<file path="src/mct_pkg.sv">
// constants and types of the main clock and time-base controller
`default_nettype none
// Behaviour
// - prescaler, clock-out and time-base timer run independently and may all be active at once.
// - the cpu clock is the oscillator divided by a ratio set by prescale_select and slow_mode_select.
// - the CAN clock is always the oscillator divided by two, whatever the prescaler says.
// - with clock_out_enable set, the clock-out pin carries the oscillator divided by two.
// - in clocked standby the clock-out pin stops toggling.
// - time_base_select gives periods of 32000, 64000, 160000 or 400000 oscillator cycles.
// - a new time_base_select takes effect only when the running period ends.
// - each period end sets timer_irq_flag.
// - a software read of rtc_control_status clears timer_irq_flag.
// - a timer interrupt is requested when the flag and enable are set and the cpu mask is off.
// - halt with timer_irq_enable set enters clocked standby instead of full halt.
// - in clocked standby the counter runs, registers freeze, and a time-base event wakes the part.
// - in full halt counter and registers freeze; only another wake source resumes counting.
// - in wait mode the timer runs on and its interrupt ends the wait.
// - rtc_control_status reads 0 in bits 7:4, select in 3:2, enable in 1, flag in 0, reset 01h.
package mct_pkg;
	// register indices; byte address is four times the index
	localparam logic [7:0] MCT_IDX_MISC1 = 8'h20;
	localparam logic [7:0] MCT_IDX_RTCCS = 8'h29;
	localparam logic [7:0] MCT_IDX_ISTAT = 8'h30;
	localparam logic [7:0] MCT_IDX_IMASK = 8'h31;
	// reset values
	localparam logic [7:0] MCT_RTCCS_RST = 8'h01;
	localparam logic [1:0] MCT_IRQ_RST   = 2'h0;
	// field positions
	localparam int MCT_CS_FLAG = 0;
	localparam int MCT_CS_IE   = 1;
	localparam int MCT_CS_TB   = 2;
	localparam int MCT_M1_SMS  = 0;
	localparam int MCT_M1_CP   = 1;
	localparam int MCT_M1_MCO  = 5;
	localparam int MCT_IRQ_TB  = 0;
	localparam int MCT_IRQ_WK  = 1;
	// clock ratios in oscillator cycles
	localparam logic [5:0] MCT_DIV_FAST = 6'h02;
	localparam logic [5:0] MCT_DIV_SLOW = 6'h04;
	localparam logic [5:0] MCT_DIV_CAN  = 6'h02;
	// time-base periods in oscillator cycles
	localparam int MCT_TB_P0 = 32000;
	localparam int MCT_TB_P1 = 64000;
	localparam int MCT_TB_P2 = 160000;
	localparam int MCT_TB_P3 = 400000;
	localparam int MCT_TB_W  = 19;
	// power modes
	typedef enum logic [1:0] {
		MCT_RUN,
		MCT_STANDBY,
		MCT_HALT
	} mct_mode_t;
endpackage : mct_pkg
`default_nettype wire

</file>
<file path="src/mct_tb_if.sv">
// interface between the controller core and its time-base counter
`timescale 1ns/1ps
`default_nettype none
interface mct_tb_if;
	logic [1:0] sel;
	logic       run;
	logic       tick;
	modport ctl (output sel, output run, input tick);
	modport cnt (input sel, input run, output tick);
endinterface : mct_tb_if
`default_nettype wire

</file>
<file path="src/mct_ctrl.sv">
// main clock controller with time-base timer, wishbone register slave
`timescale 1ns/1ps
`default_nettype none
module mct_ctrl #(
	parameter int TB_P0 = mct_pkg::MCT_TB_P0,
	parameter int TB_P1 = mct_pkg::MCT_TB_P1,
	parameter int TB_P2 = mct_pkg::MCT_TB_P2,
	parameter int TB_P3 = mct_pkg::MCT_TB_P3
) (
	// oscillator clock, reset, freeze
	input  wire logic        mclk_in,
	input  wire logic        reset_n_in,
	input  wire logic        clk_en_in,
	// wishbone slave
	input  wire logic        wb_cyc_in,
	input  wire logic        wb_stb_in,
	input  wire logic        wb_we_in,
	input  wire logic [9:0]  wb_adr_in,
	input  wire logic [3:0]  wb_sel_in,
	input  wire logic [31:0] wb_dat_in,
	output logic      [31:0] wb_dat_out,
	output logic             wb_ack_out,
	// cpu power and interrupt side
	input  wire logic        halt_req_in,
	input  wire logic        ext_wake_in,
	input  wire logic        wait_in,
	input  wire logic        cpu_irq_mask_in,
	// derived clocks
	output logic             cpu_clk_en_out,
	output logic             can_clk_en_out,
	output logic             clk_out_o_out,
	output logic             clk_out_oe_out,
	// state and interrupts
	output logic             standby_out,
	output logic             halt_out,
	output logic             timer_irq_req_out,
	output logic             wait_wake_out,
	output logic             irq_out
);
	import mct_pkg::*;

	mct_tb_if tb_if ();

	// software visible state
	logic [1:0]  time_base_select_r;
	logic        timer_irq_enable_r;
	logic        timer_irq_flag_r;
	logic [1:0]  prescale_select_r;
	logic        slow_mode_select_r;
	logic        clock_out_enable_r;
	logic [1:0]  irq_stat_r;
	logic [1:0]  irq_mask_r;
	// internal state
	mct_mode_t   mode_r;
	logic        ack_r;
	logic [31:0] dat_r;
	logic        clk_pin_r;
	logic        wait_wake_r;
	// decode and events
	logic        req_w;
	logic [7:0]  idx_w;
	logic        frozen_w;
	logic        wr_w;
	logic        rd_w;
	logic [7:0]  rd_data_w;
	logic        tb_evt_w;
	logic        wake_evt_w;
	logic [5:0]  cpu_ratio_w;

	// request is taken once; ack drops the cycle after it is given
	assign req_w = wb_cyc_in && wb_stb_in && !ack_r;
	assign idx_w = wb_adr_in[9:2];

	// registers freeze in either halt flavour
	assign frozen_w = (mode_r != MCT_RUN);

	// only byte lane 0 carries register data
	assign wr_w = req_w && wb_we_in && wb_sel_in[0] && !frozen_w;
	assign rd_w = req_w && !wb_we_in && !frozen_w;

	// time-base event, counter stands still in full halt
	assign tb_evt_w   = tb_if.tick && (mode_r != MCT_HALT);
	assign wake_evt_w = tb_evt_w && (mode_r == MCT_STANDBY);

	// read data; reserved bits and unmapped indices read as zero
	always_comb begin
		rd_data_w = 8'h00;
		unique case (idx_w)
			MCT_IDX_RTCCS: begin
				rd_data_w = {4'h0, time_base_select_r,
					timer_irq_enable_r, timer_irq_flag_r};
			end
			MCT_IDX_MISC1: begin
				rd_data_w[MCT_M1_SMS]          = slow_mode_select_r;
				rd_data_w[MCT_M1_CP+:2]        = prescale_select_r;
				rd_data_w[MCT_M1_MCO]          = clock_out_enable_r;
			end
			MCT_IDX_ISTAT: begin
				rd_data_w[1:0] = irq_stat_r;
			end
			MCT_IDX_IMASK: begin
				rd_data_w[1:0] = irq_mask_r;
			end
			default: begin
				rd_data_w = 8'h00;
			end
		endcase
	end

	// bus answer: one cycle after the request, with registered data
	always_ff @(posedge mclk_in or negedge reset_n_in) begin
		if (!reset_n_in) begin
			ack_r <= 1'b0;
			dat_r <= 32'h0000_0000;
		end else if (clk_en_in) begin
			ack_r <= req_w;
			if (req_w && !wb_we_in)
				dat_r <= {24'h00_0000, rd_data_w};
		end
	end

	// time base control fields; frozen writes are acked but dropped
	always_ff @(posedge mclk_in or negedge reset_n_in) begin
		if (!reset_n_in) begin
			time_base_select_r <= MCT_RTCCS_RST[MCT_CS_TB+:2];
			timer_irq_enable_r <= MCT_RTCCS_RST[MCT_CS_IE];
		end else if (clk_en_in && wr_w && idx_w == MCT_IDX_RTCCS) begin
			time_base_select_r <= wb_dat_in[MCT_CS_TB+:2];
			timer_irq_enable_r <= wb_dat_in[MCT_CS_IE];
		end
	end

	// timer flag: hardware set wins over the read clear in the same cycle
	always_ff @(posedge mclk_in or negedge reset_n_in) begin
		if (!reset_n_in) begin
			timer_irq_flag_r <= MCT_RTCCS_RST[MCT_CS_FLAG];
		end else if (clk_en_in) begin
			if (tb_evt_w)
				timer_irq_flag_r <= 1'b1;
			else if (rd_w && idx_w == MCT_IDX_RTCCS)
				timer_irq_flag_r <= 1'b0;
		end
	end

	// prescaler and clock-out control; writes to the reserved bits are ignored
	always_ff @(posedge mclk_in or negedge reset_n_in) begin
		if (!reset_n_in) begin
			slow_mode_select_r <= 1'b0;
			prescale_select_r  <= 2'b00;
			clock_out_enable_r <= 1'b0;
		end else if (clk_en_in && wr_w && idx_w == MCT_IDX_MISC1) begin
			slow_mode_select_r <= wb_dat_in[MCT_M1_SMS];
			prescale_select_r  <= wb_dat_in[MCT_M1_CP+:2];
			clock_out_enable_r <= wb_dat_in[MCT_M1_MCO];
		end
	end

	// sticky event bits, cleared by reading them; set wins
	always_ff @(posedge mclk_in or negedge reset_n_in) begin
		if (!reset_n_in) begin
			irq_stat_r <= MCT_IRQ_RST;
		end else if (clk_en_in) begin
			if (rd_w && idx_w == MCT_IDX_ISTAT)
				irq_stat_r <= 2'b00;
			if (tb_evt_w)
				irq_stat_r[MCT_IRQ_TB] <= 1'b1;
			if (wake_evt_w)
				irq_stat_r[MCT_IRQ_WK] <= 1'b1;
		end
	end

	// interrupt mask
	always_ff @(posedge mclk_in or negedge reset_n_in) begin
		if (!reset_n_in)
			irq_mask_r <= MCT_IRQ_RST;
		else if (clk_en_in && wr_w && idx_w == MCT_IDX_IMASK)
			irq_mask_r <= wb_dat_in[1:0];
	end

	// power mode: halt picks standby when the timer interrupt is enabled
	always_ff @(posedge mclk_in or negedge reset_n_in) begin
		if (!reset_n_in) begin
			mode_r <= MCT_RUN;
		end else if (clk_en_in) begin
			unique case (mode_r)
				MCT_RUN: begin
					if (halt_req_in)
						mode_r <= timer_irq_enable_r ? MCT_STANDBY : MCT_HALT;
				end
				MCT_STANDBY: begin
					if (tb_evt_w)
						mode_r <= MCT_RUN;
				end
				MCT_HALT: begin
					if (ext_wake_in)
						mode_r <= MCT_RUN;
				end
				default: begin
					mode_r <= MCT_RUN;
				end
			endcase
		end
	end

	// wait is the cpu's business; the timer simply keeps going and wakes it
	always_ff @(posedge mclk_in or negedge reset_n_in) begin
		if (!reset_n_in)
			wait_wake_r <= 1'b0;
		else if (clk_en_in)
			wait_wake_r <= wait_in && tb_evt_w && timer_irq_enable_r;
		else
			wait_wake_r <= 1'b0;
	end

	// clock-out pin toggles every cycle, only in run since osc stops in halt
	always_ff @(posedge mclk_in or negedge reset_n_in) begin
		if (!reset_n_in)
			clk_pin_r <= 1'b0;
		else if (clk_en_in) begin
			if (!clock_out_enable_r)
				clk_pin_r <= 1'b0;
			else if (mode_r == MCT_RUN)
				clk_pin_r <= !clk_pin_r;
		end
	end

	// cpu ratio: two in fast mode, 4 shifted by the select in slow mode
	assign cpu_ratio_w = slow_mode_select_r ? (MCT_DIV_SLOW << prescale_select_r)
		: MCT_DIV_FAST;

	// cpu clock stops with the core in either halt flavour
	mct_div u_cpu_div (
		.clk_in     (mclk_in),
		.reset_n_in (reset_n_in),
		.en_in      (clk_en_in && mode_r == MCT_RUN),
		.ratio_in   (cpu_ratio_w),
		.tick_out   (cpu_clk_en_out)
	);

	// can clock bypasses the prescaler entirely
	mct_div u_can_div (
		.clk_in     (mclk_in),
		.reset_n_in (reset_n_in),
		.en_in      (clk_en_in),
		.ratio_in   (MCT_DIV_CAN),
		.tick_out   (can_clk_en_out)
	);

	// time base runs in run, wait and standby, each unit on its own
	assign tb_if.sel = time_base_select_r;
	assign tb_if.run = (mode_r != MCT_HALT);

	mct_timebase #(
		.P0 (TB_P0),
		.P1 (TB_P1),
		.P2 (TB_P2),
		.P3 (TB_P3)
	) u_timebase (
		.clk_in     (mclk_in),
		.reset_n_in (reset_n_in),
		.en_in      (clk_en_in),
		.tb         (tb_if.cnt)
	);

	// outputs
	assign wb_ack_out        = ack_r;
	assign wb_dat_out        = dat_r;
	assign clk_out_o_out     = clk_pin_r;
	assign clk_out_oe_out    = clock_out_enable_r;
	assign standby_out       = (mode_r == MCT_STANDBY);
	assign halt_out          = (mode_r == MCT_HALT);
	// level request, the cpu mask gates it here so the core sees one line
	assign timer_irq_req_out = timer_irq_flag_r && timer_irq_enable_r
		&& !cpu_irq_mask_in;
	assign wait_wake_out     = wait_wake_r;
	assign irq_out           = |(irq_stat_r & irq_mask_r);
endmodule : mct_ctrl
`default_nettype wire

</file>
<file path="src/mct_div.sv">
// programmable divider giving one tick per ratio cycles
`timescale 1ns/1ps
`default_nettype none
module mct_div (
	// clock and reset
	input  wire logic       clk_in,
	input  wire logic       reset_n_in,
	input  wire logic       en_in,
	// ratio and tick
	input  wire logic [5:0] ratio_in,
	output logic            tick_out
);
	logic [5:0] cnt_r;
	logic       tick_r;

	// count down, reload at zero; a new ratio lands at the next reload
	always_ff @(posedge clk_in or negedge reset_n_in) begin
		if (!reset_n_in) begin
			cnt_r  <= 6'h00;
			tick_r <= 1'b0;
		end else if (en_in) begin
			tick_r <= (cnt_r == 6'h00);
			if (cnt_r == 6'h00)
				cnt_r <= ratio_in - 6'h01;
			else
				cnt_r <= cnt_r - 6'h01;
		end else begin
			tick_r <= 1'b0;
		end
	end

	assign tick_out = tick_r;
endmodule : mct_div
`default_nettype wire

</file>
<file path="src/mct_timebase.sv">
// time-base counter with select latched at each period end
`timescale 1ns/1ps
`default_nettype none
module mct_timebase #(
	parameter int P0 = mct_pkg::MCT_TB_P0,
	parameter int P1 = mct_pkg::MCT_TB_P1,
	parameter int P2 = mct_pkg::MCT_TB_P2,
	parameter int P3 = mct_pkg::MCT_TB_P3
) (
	// clock and reset
	input  wire logic clk_in,
	input  wire logic reset_n_in,
	input  wire logic en_in,
	// control and tick
	mct_tb_if.cnt     tb
);
	import mct_pkg::*;
	logic [MCT_TB_W-1:0] cnt_r;
	logic [MCT_TB_W-1:0] last_w;
	logic [1:0]          act_sel_r;
	logic                tick_r;

	// last count of the period in force
	always_comb begin
		unique case (act_sel_r)
			2'b00: last_w = MCT_TB_W'(P0 - 1);
			2'b01: last_w = MCT_TB_W'(P1 - 1);
			2'b10: last_w = MCT_TB_W'(P2 - 1);
			2'b11: last_w = MCT_TB_W'(P3 - 1);
		endcase
	end

	// period counter; select sampled only at the wrap so no time shift occurs
	always_ff @(posedge clk_in or negedge reset_n_in) begin
		if (!reset_n_in) begin
			cnt_r     <= '0;
			act_sel_r <= 2'b00;
			tick_r    <= 1'b0;
		end else if (en_in) begin
			tick_r <= 1'b0;
			if (tb.run) begin
				if (cnt_r == last_w) begin
					cnt_r     <= '0;
					tick_r    <= 1'b1;
					act_sel_r <= tb.sel;
				end else begin
					cnt_r <= cnt_r + 1'b1;
				end
			end
		end
	end

	assign tb.tick = tick_r;
endmodule : mct_timebase
`default_nettype wire
</file>
<file path="config.mk">
export PLATFORM = sky130hd
export DESIGN_NAME = mct_ctrl
export DESIGN_NICKNAME = d
export VERILOG_FILES = /design/src/mct_pkg.sv /design/src/mct_tb_if.sv /design/src/mct_ctrl.sv /design/src/mct_div.sv /design/src/mct_timebase.sv
export SDC_FILE = /design/constraint.sdc
export NUM_CORES = 1
export LEC_CHECK = 0
export ABC_AREA = 1
export BUFFER_PORTS_ARGS = -buffer_cell sky130_fd_sc_hd__buf_4
export CAP_MARGIN = 40
export CORE_MARGIN = 5
export CORE_UTILIZATION = 40
export CTS_CLUSTER_DIAMETER = 40
export CTS_CLUSTER_SIZE = 14
export DETAILED_ROUTE_END_ITERATION = 7
export GPL_TIMING_DRIVEN = 1
export PLACE_DENSITY = 0.63
export SLEW_MARGIN = 5
export SYNTH_ARGS = -nofsm -noshare
export SYNTH_HDL_FRONTEND = slang
export SYNTH_SLANG_ARGS = --single-unit
</file>
<file path="constraint.sdc">
create_clock -name mclk_in -period 3.13 [get_ports mclk_in]
set_input_delay 0.313 -clock mclk_in [delete_from_list [all_inputs] [get_ports mclk_in]]
set_output_delay 0.313 -clock mclk_in [all_outputs]
set_load 0.1 [all_outputs]
</file>
==> metrics.txt <==
Mapped Cells=472; Yosys reg bits=58; Setup CP Type=flop to output port; hold buffers post-CTS=0; Final Wtd Congestion=0.9022; Diodes inserted=0; Worst slew margin=50.60%; Critical R2R Launch=u_timebase.act_sel_r[0]; GR Overflow Total=0; final setup skew=0.008780 ns; Final min period=1.657 ns; WL per Instance=11.97 µm; Crit path required time=2.82 ns; CTS clk-pin slew, worst paths=0.07 ns; worst vdd ir=0.0002765 V; crit path capture type=output port; total track usage=15.06%; most common cell in the netlist=nand2_1; IO Count=98; first-pass GRT wire length=12.61 mm; DR vias=2965; core area=0.008593 mm²; final setup TNS=0 ns; reg2reg end=u_timebase.cnt_r[12]; Clock Latency Late Sink=0.34 ns; Post-synth EDFFs=0; clock buffer depth=2; Die H=103.3 µm; Vias/cell=4.706; CP Launch Type=flop; post-synthesis cell type count=32; dpl hpwl=5.720 mm; Worst Tran Pin Value=0.7410 ns; die width=103.3 µm; vias in the first global route=2802; share of post-route cells with drive strength above 1=14.94%; CTS sink cnt=58; largest net degree at the start of global routing=59; max cap viols=0; Detail Route Antenna Nets=0; Max H-tree Level=3; Mapped Area=0.003485 mm²; status=complete, no violations; Iteration-0 DRC Markers=117; post-synthesis area per instance=7.383 µm²; pwr dens=517.9 mW/mm²; DRC viols=0; dominant synthesized flop cell=dfrtp_1; setup slack, reg-to-reg=1.48 ns; Post-CTS Setup Bufs=0; Routed WL=7.541 mm; Nets=577; cell taking the most area after synthesis=dfrtp_1; total power=2.075 mW; Slew Viols, Final=0; worst min-delay path class=input port to async pin; post-cts gate resize count=0; WP data arrival=1.34 ns; top-area cell type share of the netlist area=40.93%; Area Overhead vs Synth=14.97%; initial core utilization=40.55%; drt pass-1 iters=5; port bufs=38; root buffer cell=clkbuf_8; leak pwr=2.176 nW; Total Die Area=0.01068 mm²; # setup viols final=0; FILL cells=882; post-synthesis sequential area ratio=41.69%; Hold Vio Cnt, Final=0; Crit Path Max Fanout=3; Fmax=603.7 MHz; unrepaired setup endpoints after global routing=no; Post-synth ARST share=100.0%; CTS tree=done; initial antenna violation count=0; Tcrit/Tclk final=52.93%; Num CTS Buffers=9; largest cells by area after synthesis=dfrtp_1, nand2_1, inv_1; top cells by count, synth=nand2_1, inv_1, dfrtp_1, nor2_1, nand3_1; FP Rows=34; R2R depth=9; Synth Warn #=0
## how the worst max path moves through the flow
| stage | to | slack [ns] | depth (start not counted) | from |
|---|---|---|---|---|
| 6_report | timer_irq_req_out | 1.47 | 3 | timer_irq_flag_r |
| 5_1_grt | irq_stat_r[0] | 1.30 | 6 | mode_r[1] |
| 4_1_cts | timer_irq_req_out | 1.47 | 3 | timer_irq_flag_r |
| 3_5_place_dp | u_timebase.cnt_r[12] | 1.51 | 9 | u_timebase.act_sel_r[0] |
| 3_3_place_gp | u_timebase.cnt_r[12] | 1.48 | 9 | u_timebase.act_sel_r[0] |
| 2_1_floorplan | mode_r[0] | 0.75 | 6 | mode_r[1] |
## sequential cells by signal, summed over array words and instances (netlist names), 2 cells and up
| name | count |
|---|---|
| prescale_select_r | 2 |
| tb_if.sel | 2 |
| irq_stat_r | 2 |
| u_timebase.cnt_r | 19 |
| u_timebase.act_sel_r | 2 |
| u_cpu_div.cnt_r | 6 |
| wb_dat_out | 5 |
| irq_mask_r | 2 |
| mode_r | 2 |
| u_can_div.cnt_r | 6 |
## kinds of logic (layout without fill, tap and decap cells)
group | count (synthesis) | after routing | synth area share [%]
DFF | 58 | 58 | 41.69
adders and majority gates | 4 | 4 | 1.436
buffers and inverters | 98 | 122 | 13.90
other | 1 | 27 | 0.1076
xor gates and xnor gates | 15 | 15 | 3.770
and+or+nand+nor | 253 | 253 | 32.24
AOI/OAI and AO/OA | 43 | 43 | 6.858
## worst max-delay path, cell delays in order, from the launching register on
cell,delay [ns]
dfstp_2,0.55
nand2_1,0.07
nor2_1,0.10
buf_4,0.29
## cells in the final DEF (no fill, tap or decap)
cell type	count
ha_1	4
nand3_1	37
a22o_1	3
nor3_2	2
dfrtp_1	57
xor2_1	11
nand4_1	11
a21oi_1	2
o21ai_1	2
bufinv_16	2
inv_2	3
a31oi_1	1
o21ai_0	29
buf_4	38
nand2_1	126
nand3_2	2
dfstp_2	1
nor2_2	6
conb_1	27
nor3_1	4
clkbuf_8	10
clkinv_2	1
xnor2_1	4
inv_1	64
nor2_1	57
nor2_4	1
o21bai_1	1
a31o_2	1
clkinvlp_4	1
o22ai_1	4
nand2_2	3
clkinv_4	3
nand2_4	2
nor3_4	2
## metal layers
metal  share of wire (%)  vias to the layer above  track usage (%)  wire length (µm)
met5                   0                        -                0                 0
met4                 1.3                        0            5.179                97
met3                 5.9                       11            4.762               447
met2                  47                       77            24.22              3524
met1                  46                     1347            19.21              3470
li1                    -                     1530                -                 -
## per-stage QoR
step / instance area, µm² / util [%] / hold slack (ns) / setup WS (ns) / instances
after global routing: 4006 / 46.62 / 0.09699 / 1.301 / 630
after floorplan: 3582 / - / 0.01741 / 0.7542 / 498
after global placement: 3779 / 43.97 / 0.4303 / 1.481 / 614
final: 4006 / 46.62 / 0.02222 / 1.473 / 630
after detailed placement: 3779 / 43.97 / 0.4332 / 1.512 / 614
after CTS: 4006 / 46.62 / 0.05791 / 1.468 / 630
## final cells by class
class / count / area (µm²) / area share (%)
clock buffers: 10 / 137.6 / 3.435
flip-flops and latches: 58 / 1453 / 36.26
repair buffers: 38 / 285.3 / 7.121
well taps: 108 / 135.1 / 3.373
clock inverters: 6 / 90.09 / 2.249
multi-input cells: 342 / 1645 / 41.07
inverters: 68 / 260.3 / 6.496
## where the power goes
part	internal [mW]	switching (mW)
Clock	0.471	0.328
Combinational	0.103	0.286
Sequential	0.819	0.0683
Total	1.39	0.682
Note: power is estimated with default switching activity, not from simulation.
